<file path="config.mk">
export PLATFORM = sky130hd
export DESIGN_NAME = jbs_data_path
export DESIGN_NICKNAME = d
export VERILOG_FILES = /design/src/verilog/jbs_pkg.sv /design/src/verilog/jbs_data_path.sv
export SDC_FILE = /design/constraint.sdc
export NUM_CORES = 1
export LEC_CHECK = 0
export BUFFER_PORTS_ARGS = -buffer_cell sky130_fd_sc_hd__buf_2
export CAP_MARGIN = 30
export CORE_MARGIN = 1.5
export CORE_UTILIZATION = 38
export DETAILED_ROUTE_END_ITERATION = 6
export SLEW_MARGIN = 5
export SYNTH_ARGS = -nofsm -noshare
export SYNTH_HDL_FRONTEND = slang
export SYNTH_SLANG_ARGS = --single-unit
</file>
<file path="constraint.sdc">
create_clock -name clk -period 5.8 [get_ports clk]
set_input_delay 1.16 -clock clk [delete_from_list [all_inputs] [get_ports clk]]
set_output_delay 1.16 -clock clk [all_outputs]
set_load 0.03 [all_outputs]
</file>
<file path="src/verilog/jbs_pkg.sv">
package jbs_pkg;
    // Instruction register and opcodes
    localparam int IR_WIDTH = 4;
    localparam logic [3:0] OP_EXTEST = 4'h0;
    localparam logic [3:0] OP_IDCODE = 4'h1;
    localparam logic [3:0] OP_SAMPLE_PRELOAD = 4'h2;
    localparam logic [3:0] OP_CHIP_RESET = 4'hC;
    localparam logic [3:0] OP_BYPASS = 4'hF;
    localparam logic [3:0] IR_RESET_VALUE = OP_IDCODE;

    // Identification register layout
    localparam int ID_WIDTH = 32;
    localparam int ID_VERSION_LSB = 28;
    localparam int ID_PART_LSB = 12;
    localparam int ID_MAKER_LSB = 1;
    localparam logic ID_FIXED_BIT = 1'b1;

    // Bypass stage value loaded in capture
    localparam logic BYPASS_CAPTURE_VALUE = 1'b0;

    // Register port
    localparam int ADDR_WIDTH = 4;
    localparam int DATA_WIDTH = 8;
    localparam logic [3:0] REG_CONTROL = 4'h0;
    localparam logic [3:0] REG_STATUS = 4'h1;
    localparam logic [3:0] REG_INSTRUCTION = 4'h2;
    localparam int CTRL_DISABLE_BIT = 7;
    localparam int STAT_TEST_RESET_FLAG_BIT = 4;
    localparam logic CTRL_DISABLE_RESET = 1'b0;

    // Chain tail cells after the port pin cells
    localparam int CELL_CLOCK_INPUT = 0;
    localparam int CELL_RESET_INPUT = 1;
    localparam int CELL_TEST_ENABLE = 2;
    localparam int CELL_RESET_OUTPUT = 3;
    localparam int TAIL_CELLS = 4;

    // Reset time-out after release of the reset stage, in clk cycles
    localparam int TIMEOUT_SHORT_CYCLES = 16;
    localparam int TIMEOUT_LONG_CYCLES = 4096;
    localparam int TIMEOUT_COUNT_WIDTH = 13;

    // Defaults for the identification fields
    localparam logic [3:0] ID_VERSION_DEFAULT = 4'h0;
    localparam logic [15:0] ID_PART_DEFAULT = 16'h5A5A;
    localparam logic [10:0] ID_MAKER_DEFAULT = 11'h2A5;

    typedef enum logic [2:0] {
        JBS_RUN = 3'b001,
        JBS_HOLD = 3'b010,
        JBS_TIMEOUT = 3'b100
    } jbs_reset_state_t;
endpackage : jbs_pkg

</file>
<file path="src/verilog/jbs_data_path.sv">
// Chosen here: the plain strobed port and the placing of the registers.
`timescale 1ns/1ps
// Contract
// - Bypass is one shift stage, loaded with zero in capture when selected.
// - Identification register is 32 bits: version, part, maker, fixed one.
// - Version field follows silicon revision, first revision zero.
// - Instruction register powers up holding identification opcode one.
// - Reset stage holding one keeps chip in reset immediately, unlatched.
// - After reset stage clears, chip stays in reset for fuse-selected time-out.
// - Instruction register is four bits wide.
// - All shift registers shift least significant bit first, in and out.
// - Opcode zero selects boundary chain; latched outputs drive pins at once.
// - Extest captures pins, shifts chain, update applies chain to pins.
// - Opcode two captures pins, update loads latches without driving pins.
// - Opcode twelve selects reset stage and never resets test port.
// - Opcode fifteen selects the bypass stage.
// - No high-impedance opcode; chip reset tri-states port pins instead, except under extest, where the update latches drive them.
// - Pull-ups disabled while extest or sample/preload is held.
// - Each port cell has an enable stage and a value stage.
// - Value from port register, enable from direction, pull-up from expression.
// - System clock not driven to pins, never sampled, during boundary scan.
// - Reset input, test enable, clock input have observe-only cells.
// - Reset output pin has an output cell without pull-up.
// - Analog control signals forced off during boundary scan.
// - Port works only with fuse programmed and disable bit clear.
// - Test reset sets a flag; power-on or software zero clears it.
module jbs_data_path #(
    parameter int NUM_PINS = 34,
    parameter int NUM_ANALOG = 4,
    parameter logic [3:0] ID_VERSION = jbs_pkg::ID_VERSION_DEFAULT,
    // Arbitrary identification values
    parameter logic [15:0] ID_PART = jbs_pkg::ID_PART_DEFAULT,
    parameter logic [10:0] ID_MAKER = jbs_pkg::ID_MAKER_DEFAULT,
    parameter int TIMEOUT_SHORT = jbs_pkg::TIMEOUT_SHORT_CYCLES,
    parameter int TIMEOUT_LONG = jbs_pkg::TIMEOUT_LONG_CYCLES
) (
    // Clock and power-on reset
    input wire logic clk,
    input wire logic reset,
    // Test link pins and controller state, all asynchronous
    input wire logic tck,
    input wire logic tdi,
    output logic tdo,
    output logic tdo_oe,
    input wire logic capture_dr,
    input wire logic shift_dr,
    input wire logic update_dr,
    input wire logic update_ir,
    input wire logic test_logic_reset,
    input wire logic [jbs_pkg::IR_WIDTH-1:0] ir_new,
    // Fuses
    input wire logic test_port_enable_fuse,
    input wire logic clock_output_fuse,
    input wire logic timeout_long_fuse,
    // Register port
    input wire logic [jbs_pkg::ADDR_WIDTH-1:0] reg_addr,
    input wire logic [jbs_pkg::DATA_WIDTH-1:0] reg_wdata,
    input wire logic reg_write,
    input wire logic reg_read,
    output logic [jbs_pkg::DATA_WIDTH-1:0] reg_rdata,
    // Core side of the port pins
    input wire logic [NUM_PINS-1:0] pin_direction_bit,
    input wire logic [NUM_PINS-1:0] pin_output_register_bit,
    input wire logic global_pullup_disable,
    output logic [NUM_PINS-1:0] pin_input_register_bit,
    // Port pads
    input wire logic [NUM_PINS-1:0] pin_in,
    output logic [NUM_PINS-1:0] pin_out_value,
    output logic [NUM_PINS-1:0] pin_out_enable,
    output logic [NUM_PINS-1:0] pin_pullup_enable,
    // Observed input pins
    input wire logic reset_input_n,
    input wire logic test_program_enable,
    input wire logic clock_input_pin,
    // Reset output pin and its core source
    input wire logic core_reset_out_n,
    output logic reset_output_n,
    // Clock output gate and analog controls
    output logic clock_output_enable,
    input wire logic [NUM_ANALOG-1:0] analog_ctrl_in,
    output logic [NUM_ANALOG-1:0] analog_ctrl_out,
    // Chip reset and its source flag
    output logic chip_reset,
    output logic test_reset_flag
);
    import jbs_pkg::*;

    localparam int CHAIN_LEN = 2 * NUM_PINS + TAIL_CELLS;
    localparam int TAIL = 2 * NUM_PINS;
    localparam int SYNC_W = 11 + NUM_PINS;

    function automatic logic is_scan(input logic [IR_WIDTH-1:0] op);
        is_scan = (op == OP_EXTEST) || (op == OP_SAMPLE_PRELOAD);
    endfunction : is_scan

    // Two-stage synchronisers for every pin-side input
    logic [SYNC_W-1:0] sync1_q, sync2_q;
    always_ff @(posedge clk) begin
        sync1_q <= {pin_in, tck, tdi, capture_dr, shift_dr, update_dr, update_ir,
                    test_logic_reset, ir_new};
        sync2_q <= sync1_q;
    end
    logic [NUM_PINS-1:0] pin_s;
    logic tck_s, tdi_s, cap_s, shf_s, upd_s, updir_s, tlr_s, tck_prev_q;
    logic [IR_WIDTH-1:0] irnew_s;
    assign {pin_s, tck_s, tdi_s, cap_s, shf_s, upd_s, updir_s, tlr_s, irnew_s} = sync2_q;

    logic [2:0] obs1_q, obs_q;
    always_ff @(posedge clk) begin
        obs1_q <= {reset_input_n, test_program_enable, clock_input_pin};
        obs_q <= obs1_q;
    end

    always_ff @(posedge clk) begin
        if (reset) begin
            tck_prev_q <= 1'b0;
        end else begin
            tck_prev_q <= tck_s;
        end
    end
    logic tck_rise, tck_fall;
    assign tck_rise = tck_s & ~tck_prev_q;
    assign tck_fall = ~tck_s & tck_prev_q;

    // Control register and port enable
    logic disable_q, port_en;
    assign port_en = test_port_enable_fuse & ~disable_q;

    // Instruction register
    logic [IR_WIDTH-1:0] ir_q;
    always_ff @(posedge clk) begin
        if (reset || !port_en || tlr_s) begin
            ir_q <= IR_RESET_VALUE;
        end else if (tck_rise && updir_s) begin
            ir_q <= irnew_s;
        end
    end

    logic scan_mode, extest;
    assign scan_mode = port_en & is_scan(ir_q);
    assign extest = port_en & (ir_q == OP_EXTEST);
    logic sel_chain, sel_id, sel_rst, sel_bypass;
    assign sel_chain = is_scan(ir_q);
    assign sel_id = (ir_q == OP_IDCODE);
    assign sel_rst = (ir_q == OP_CHIP_RESET);
    assign sel_bypass = !(sel_chain || sel_id || sel_rst);
    logic dr_cap, dr_shift;
    assign dr_cap = port_en & tck_rise & cap_s;
    assign dr_shift = port_en & tck_rise & shf_s;

    // Bypass stage
    logic bypass_q;
    always_ff @(posedge clk) begin
        if (reset) begin
            bypass_q <= BYPASS_CAPTURE_VALUE;
        end else if (sel_bypass && dr_cap) begin
            bypass_q <= BYPASS_CAPTURE_VALUE;
        end else if (sel_bypass && dr_shift) begin
            bypass_q <= tdi_s;
        end
    end

    // Identification register
    logic [ID_WIDTH-1:0] id_value;
    assign id_value = {ID_VERSION, ID_PART, ID_MAKER, ID_FIXED_BIT};
    logic [ID_WIDTH-1:0] id_q;
    always_ff @(posedge clk) begin
        if (reset) begin
            id_q <= '0;
        end else if (sel_id && dr_cap) begin
            id_q <= id_value;
        end else if (sel_id && dr_shift) begin
            id_q <= {tdi_s, id_q[ID_WIDTH-1:1]};
        end
    end

    // Reset stage; its output feeds chip reset directly, no update latch
    logic rst_reg_q;
    always_ff @(posedge clk) begin
        if (reset) begin
            rst_reg_q <= 1'b0;
        end else if (!port_en) begin
            rst_reg_q <= 1'b0;
        end else if (sel_rst && dr_shift) begin
            rst_reg_q <= tdi_s;
        end
    end

    // Boundary chain capture values
    logic [CHAIN_LEN-1:0] cap_val, chain_q, latch_q;
    logic [NUM_PINS-1:0] upd_en, upd_val;
    genvar gi;
    generate
        for (gi = 0; gi < NUM_PINS; gi++) begin : g_cell
            assign cap_val[2*gi] = pin_direction_bit[gi];
            assign cap_val[2*gi+1] = pin_s[gi];
            assign upd_en[gi] = latch_q[2*gi];
            assign upd_val[gi] = latch_q[2*gi+1];
        end
    endgenerate
    // Three observe-only cells and the reset output cell; the output clock has no cell, so it is never sampled
    assign cap_val[TAIL+CELL_CLOCK_INPUT] = obs_q[0];
    assign cap_val[TAIL+CELL_TEST_ENABLE] = obs_q[1];
    assign cap_val[TAIL+CELL_RESET_INPUT] = obs_q[2];
    assign cap_val[TAIL+CELL_RESET_OUTPUT] = core_reset_out_n;

    always_ff @(posedge clk) begin
        if (reset) begin
            chain_q <= '0;
        end else if (sel_chain && dr_cap) begin
            chain_q <= cap_val;
        end else if (sel_chain && dr_shift) begin
            chain_q <= {tdi_s, chain_q[CHAIN_LEN-1:1]};
        end
    end

    // Update latches; loaded under both scan opcodes, used at pins only in extest
    always_ff @(posedge clk) begin
        if (reset) begin
            latch_q <= '0;
        end else if (scan_mode && tck_rise && upd_s) begin
            latch_q <= chain_q;
        end
    end

    // Serial output changes on the falling edge, as the link expects
    logic tdo_d;
    always_comb begin
        tdo_d = bypass_q;
        if (sel_chain) begin
            tdo_d = chain_q[0];
        end else if (sel_id) begin
            tdo_d = id_q[0];
        end else if (sel_rst) begin
            tdo_d = rst_reg_q;
        end
    end
    logic tdo_q, tdo_oe_q;
    always_ff @(posedge clk) begin
        if (reset) begin
            tdo_q <= 1'b0;
            tdo_oe_q <= 1'b0;
        end else if (!port_en) begin
            tdo_oe_q <= 1'b0;
        end else if (tck_fall) begin
            tdo_q <= tdo_d;
            tdo_oe_q <= shf_s;
        end
    end
    assign tdo = tdo_q;
    assign tdo_oe = tdo_oe_q;

    // Reset time-out sequencer
    jbs_reset_state_t state_q;
    logic [TIMEOUT_COUNT_WIDTH-1:0] tmo_q;
    always_ff @(posedge clk) begin
        if (reset) begin
            state_q <= JBS_RUN;
            tmo_q <= '0;
        end else begin
            case (state_q)
                JBS_RUN: begin
                    if (rst_reg_q) begin
                        state_q <= JBS_HOLD;
                    end
                end
                JBS_HOLD: begin
                    if (!rst_reg_q) begin
                        state_q <= JBS_TIMEOUT;
                        tmo_q <= timeout_long_fuse ?
                            TIMEOUT_COUNT_WIDTH'(TIMEOUT_LONG) :
                            TIMEOUT_COUNT_WIDTH'(TIMEOUT_SHORT);
                    end
                end
                JBS_TIMEOUT: begin
                    if (rst_reg_q) begin
                        state_q <= JBS_HOLD;
                    end else if (tmo_q <= TIMEOUT_COUNT_WIDTH'(1)) begin
                        state_q <= JBS_RUN;
                    end else begin
                        tmo_q <= tmo_q - TIMEOUT_COUNT_WIDTH'(1);
                    end
                end
                default: begin
                    state_q <= JBS_RUN;
                end
            endcase
        end
    end

    // Reset stage acts in the same cycle; it is not waited for by the sequencer
    assign chip_reset = rst_reg_q | ~obs_q[2] | (state_q != JBS_RUN);

    // Pin drivers
    always_ff @(posedge clk) begin
        if (reset) begin
            pin_out_value <= '0;
            pin_out_enable <= '0;
            pin_pullup_enable <= '0;
            pin_input_register_bit <= '0;
            reset_output_n <= 1'b0;
            clock_output_enable <= 1'b0;
            analog_ctrl_out <= '0;
        end else begin
            pin_input_register_bit <= pin_s;
            if (extest) begin
                pin_out_value <= upd_val;
                pin_out_enable <= upd_en;
                reset_output_n <= latch_q[TAIL+CELL_RESET_OUTPUT];
            end else begin
                pin_out_value <= pin_output_register_bit;
                // Pins tri-state in chip reset, which stands in for high-impedance
                pin_out_enable <= chip_reset ? '0 : pin_direction_bit;
                reset_output_n <= core_reset_out_n;
            end
            if (scan_mode) begin
                pin_pullup_enable <= '0;
            end else begin
                pin_pullup_enable <= ~pin_direction_bit & pin_output_register_bit
                    & {NUM_PINS{~global_pullup_disable}};
            end
            clock_output_enable <= clock_output_fuse & ~scan_mode;
            analog_ctrl_out <= scan_mode ? '0 : analog_ctrl_in;
        end
    end

    // Register port
    logic flag_q, flag_clear;
    assign flag_clear = reg_write && (reg_addr == REG_STATUS)
        && !reg_wdata[STAT_TEST_RESET_FLAG_BIT];
    always_ff @(posedge clk) begin
        if (reset) begin
            disable_q <= CTRL_DISABLE_RESET;
        end else if (reg_write && reg_addr == REG_CONTROL) begin
            disable_q <= reg_wdata[CTRL_DISABLE_BIT];
        end
    end
    // A new test reset in the clearing cycle keeps the flag set
    always_ff @(posedge clk) begin
        if (reset) begin
            flag_q <= 1'b0;
        end else if (rst_reg_q) begin
            flag_q <= 1'b1;
        end else if (flag_clear) begin
            flag_q <= 1'b0;
        end
    end
    assign test_reset_flag = flag_q;

    always_ff @(posedge clk) begin
        if (reset) begin
            reg_rdata <= '0;
        end else if (reg_read) begin
            case (reg_addr)
                REG_CONTROL: reg_rdata <= DATA_WIDTH'({disable_q, 7'h00});
                REG_STATUS: reg_rdata <= DATA_WIDTH'({flag_q, 4'h0});
                REG_INSTRUCTION: reg_rdata <= DATA_WIDTH'(ir_q);
                default: reg_rdata <= '0;
            endcase
        end else begin
            reg_rdata <= '0;
        end
    end
endmodule : jbs_data_path

</file>
Yosys cells after proc, flatten, opt, wreduce, memory -nomap -nowiden
Cells that the tools add are included.
{"block": "totals", "reg_bits": 449, "inputBits": 141, "out_inout_bits": 154, "word_cells": 123}
{"block": "classes", "add_sub_neg": 1, "n_lt_le_gt_ge": 1, "eq_ne": 14, "mux": 24, "n_bitwise": 22, "n_reduce_logical": 35}
{"op": "72-bit 2-to-1 mux", "n": 2}
{"op": "34-bit 2-to-1 mux", "n": 3}
{"op": "34-bit AND", "n": 2}
{"op": "27-bit 2-to-1 mux", "n": 2}
{"op": "13-bit 2-to-1 mux", "n": 4}
{"op": "34-bit NOT", "n": 1}
{"op": "13-bit case mux with 2 select lines", "n": 1}
{"op": "8-bit case mux with 3 select lines", "n": 1}
{"op": "13-bit by 1-bit less-or-equal comparator with 1-bit output, second input constant", "n": 1}
{"op": "1-bit logical AND", "n": 13}
{"op": "13-bit by 1-bit subtractor with 13-bit output, second input constant", "n": 1}
{"op": "3-bit 2-to-1 mux", "n": 4}
{"op": "2-bit OR reduction", "n": 5}
{"op": "1-bit AND", "n": 9}
{"op": "3-bit case mux with 3 select lines", "n": 1}
{"op": "4-bit by 1-bit equality test with 1-bit output, second input constant", "n": 2}
{"op": "4-bit by 2-bit equality test with 1-bit output, second input constant", "n": 2}
{"op": "4-bit logical NOT", "n": 2}
{"op": "2-bit inequality test, second input constant", "n": 4}
{"op": "1-bit NOT", "n": 8}
{"op": "2-bit nonzero test", "n": 4}
{"op": "1-bit 2-to-1 mux", "n": 6}
{"op": "1-bit logical OR", "n": 5}
{"op": "4-bit equality test, second input constant", "n": 1}
{"op": "10 further kinds", "n": 13}

Logic depth before layout (Yosys ltp)
{"block": "logic_depth", "depth_word": 7, "mapped_depth": 8, "mapped_depth_nobuf": 6}

Worst setup path after synthesis
Ideal clock, no wire load.
{"block": "synth_timing", "path_kind": "reg2out", "start": "register state_q[2]", "end": "output chip_reset", "arrival_ns": 1.473, "required_time_ns": 4.640, "slack_ns": 3.167, "path_stages_with_launch": 5, "n_path_buf": 2, "cell_sequence": "dfxtp_1 > buf_2 > nor4b_2 > clkbuf_1 > nand2_1"}
{"block": "synth_via", "elab_chain_cells": 2}
{"item": "from (decl)", "line_no": "jbs_data_path.sv:254", "rtl": "jbs_reset_state_t state_q;"}
{"item": "from (signal assigned)", "line_no": "jbs_data_path.sv:258", "rtl": "state_q <= JBS_RUN;"}
{"item": "from (signal assigned)", "line_no": "jbs_data_path.sv:264", "rtl": "state_q <= JBS_HOLD;"}
{"item": "from (signal assigned)", "line_no": "jbs_data_path.sv:269", "rtl": "state_q <= JBS_TIMEOUT;"}
{"item": "3-bit by 1-bit inequality test with 1-bit output", "line_no": "jbs_data_path.sv:292", "rtl": "assign chip_reset = rst_reg_q | ~obs_q[2] | (state_q != JBS_RUN);"}
{"item": "1-bit bitwise OR", "line_no": "jbs_data_path.sv:292"}
{"item": "to (decl)", "line_no": "jbs_data_path.sv:83", "rtl": "output logic chip_reset,"}
No other way between the ends.

Final worst setup path
{"block": "layout_timing", "start": "register rst_reg_q", "end": "output chip_reset"}
{"block": "layout_via", "elab_chain_cells": 2}
{"item": "from (decl)", "line_no": "jbs_data_path.sv:178", "rtl": "logic rst_reg_q;"}
{"item": "from (signal assigned)", "line_no": "jbs_data_path.sv:185", "rtl": "rst_reg_q <= tdi_s;"}
{"item": "1-bit bitwise OR (2 in a row)", "line_no": "jbs_data_path.sv:292"}
No other way between the ends.

==> impl_metrics.json <==
{
  "status": "finished, final reports clean",
  "final_cell_area_um2": 17940,
  "tns_ps": 0,
  "layout-area-overhead-vs-synth_pct": 24.38,
  "p_int_uw": 5205,
  "row_count": 71,
  "grt_overflow_total": 0,
  "crit_fanout": 35,
  "num-nets-final": 1903,
  "yosys_most_used_dff": "dfxtp_1",
  "core_um2": 37490,
  "grt_first_pass_wirelength_um": 60560,
  "grt_pass1_vias": 11000,
  "diodes": 0,
  "ioPinCount": 295,
  "critical_path.startpoint": "rst_reg_q$_SDFFE_PP0P_",
  "p_comb_share_pct": 5.4,
  "setup_ws_ps": 2501,
  "r2r_slack_ps": 2840,
  "worstSetupPathType": "flop to output pin",
  "io_buffers": 286,
  "synth_area_um2": 14420,
  "period_needed_ps": 3299,
  "vias": 11700,
  "switchingPower_uw": 1463,
  "placed_area_um2": 16250,
  "grt_antenna_before_repair": 2,
  "viasPerCell": 5.077,
  "crit_path_start_kind": "flop",
  "holdBufCountCts": 0,
  "yosysSeqAreaShare_pct": 61.64,
  "clockBufferDepth": 3,
  "fmax_mhz": 303.1,
  "synth_top_area_share_pct": 61.64,
  "fp.dieArea_um2": 39120,
  "critPathRequiredTime_ps": 4640,
  "post-route-period-util_pct": 56.88,
  "worst_slew_pin_slew_ps": 1010,
  "grt_max_degree": 100,
  "finalClockSkew_ps": 14.64,
  "fp.dieH_um": 197.8,
  "p_seq_share_pct": 47.6,
  "pre_cts_ws_ps": 2514,
  "cts.clk_slew.worst_paths_ps": 60,
  "post_cts_resized": 0,
  "cts_setup_buffers": 0,
  "synth_area_leader_cell": "dfxtp_1",
  "yosysWarnings": 0,
  "final_hold_viol_count": 0,
  "tritoncts": "built",
  "cts_buffers": 47,
  "drc": 0,
  "wirelength_um": 38920,
  "power_frac_clock_pct": 47.0,
  "cap_violations": 0,
  "setup_violations": 0,
  "synthArstFlopShare_pct": 0,
  "rr_startpoint": "ir_q[2]$_SDFFE_PP0P_",
  "clockRootBuffer": "clkbuf_16",
  "hold_slack_ps": 324.2,
  "initial_utilization_pct": 38.47,
  "dp_hpwl_um": 23640,
  "slew_viol_final": 0,
  "post_drt_wl_per_cell_um": 16.88,
  "rsz0062_at_grt": "no",
  "die_w_um": 197.8,
  "grt_usage_pct": 19.54,
  "clock-sinks": 444,
  "finalPower_uw": 6669,
  "crit_arrival_ps": 2140,
  "powerDensity_nw_per_um2": 371.8,
  "syn-instance-count": 1528,
  "hold_class": "flop to flop",
  "ir_drop_mv": 0.2333,
  "power.leakage_uw": 0.007127,
  "ff2ff_path_depth": 6,
  "drtAntennaViolNets": 0,
  "initialDrtViolationCount": 678,
  "ys_top_cells_by_area": "dfxtp_1 (62%), nand2_1 (8.3%), a21oi_1 (5.9%)",
  "drive_above_1_share_pct": 22.19,
  "crit_end": "chip_reset",
  "ys_types": 50,
  "clk_latency_ps": 560,
  "synth_seq_cells": 444,
  "end_kind": "output pin",
  "reg2reg_to": "latch_q[35]$_SDFFE_PP0P_",
  "htree_levels": 2,
  "maxSlewHeadroom_pct": 32.70,
  "nFillCells": 3632,
  "avgSynthCellArea_um2": 9.437,
  "synth-edff-count": 0,
  "first_pass_iters": 5,
  "gp_congestion": 0.7871,
  "swShare_pct": 21.95
}
-- power groups by stage --
stage               clock network, uW  registers [uW]  logic [uW]
finish                           3130            3170         362
global route                     3330            3180         390
CTS                              3200            3170         362
detailed placement                  0            3240         360
global placement                    0            3240         355
floorplan                           0            3320         125
-- worst max-delay path, stage by stage, from the launching register on --
cell and delay, ps:
dfxtp_1 430, nor4b_4 310, buf_4 500, nand2_1 120
buf_2 210
-- how the worst min path moves through the flow --
stage,start,to,slack [ps],cells past startpoint
floorplan,obs1_q[0]$_DFF_P_,obs_q[0]$_DFF_P_,310,0
global placement,sync1_q[19]$_DFF_P_,sync2_q[19]$_DFF_P_,310,0
detailed placement,sync1_q[16]$_DFF_P_,sync2_q[16]$_DFF_P_,310,0
CTS,sync1_q[42]$_DFF_P_,sync2_q[42]$_DFF_P_,330,0
global route,sync1_q[15]$_DFF_P_,sync2_q[15]$_DFF_P_,330,0
finish,sync1_q[42]$_DFF_P_,sync2_q[42]$_DFF_P_,320,0
-- sequential cells by signal (all words and copies together) (netlist names), 6 cells and up --
signal,count
sync2_q,45
tmo_q,13
pin_out_enable,34
pin_out_value,34
latch_q,69
sync1_q,45
pin_pullup_enable,34
pin_input_register_bit,34
chain_q,72
reg_rdata,6
id_q,32
-- layout by cell type, fill, tap and decap left out, drive strengths merged, types with 9 or more instances in the layout --
cell    Yosys  layout
buf        15     303
and2       10      10
nor2       89      89
clkbuf    107      68
a211oi     73      73
a31oi      15      15
nor3b      36      36
mux2i       9       9
nor2b      37      37
a21oi     170     170
nand4      36      36
o22ai      73      73
dfxtp     444     444
nand2     318     318
or3        11      11
-- Yosys cell counts, types with 4 or more instances --
master    number
nor2b_1       37
and2_1        10
inv_1          7
or4_1          7
a31oi_1       15
nand2b_1       8
nand2_1      318
nand3_1        5
or3_1         11
o21ai_0        5
a21oi_1      170
nand4_1       36
a211oi_1      73
clkbuf_1     107
dfxtp_1      444
nor3_1         7
nor2_1        89
nor3b_1       36
nor4_1         4
buf_2          9
o22ai_1       73
mux2i_1        9
-- area by class of cell --
type,count,area (um^2),area share (%)
Multi-Input combinational cell,956,5076,28.30
Sequential cell,444,8890,49.56
Inverter,7,26.28,0.1465
Clock buffer,67,1371,7.646
Timing Repair Buffer,304,1668,9.299
Clock inverter,16,265.3,1.479
Tap cell,511,639.4,3.565
-- layer usage --
metal | vias up | wire, um | GRT usage, %
li1 | 5720 | - | -
met1 | 5573 | 17820 | 25.82
met2 | 342 | 18080 | 32.19
met3 | 65 | 2110 | 3.679
met4 | 2 | 900 | 6.277
met5 | - | 13 | 0
-- logic make-up (layout without fill, tap and decap cells) --
group | after synthesis | in the layout | share of synthesized area [%]
other | 1 | 2 | 0.02601
muxes | 11 | 11 | 0.7809
AOI/OAI and AO/OA | 351 | 351 | 14.55
and+or+nand+nor | 589 | 589 | 19.18
adders and majority gates | 2 | 2 | 0.1735
DFF | 444 | 444 | 61.64
xor gates and xnor gates | 1 | 1 | 0.06075
buffers and inverters | 129 | 394 | 3.592
-- per-stage QoR --
stage,util [%],cells
after floorplan,-,1529
final,47.84,2305
after global routing,47.84,2305
after detailed placement,43.35,2220
after CTS,47.72,2303
after global placement,43.13,2217
Power figures use the tool's default switching activity.
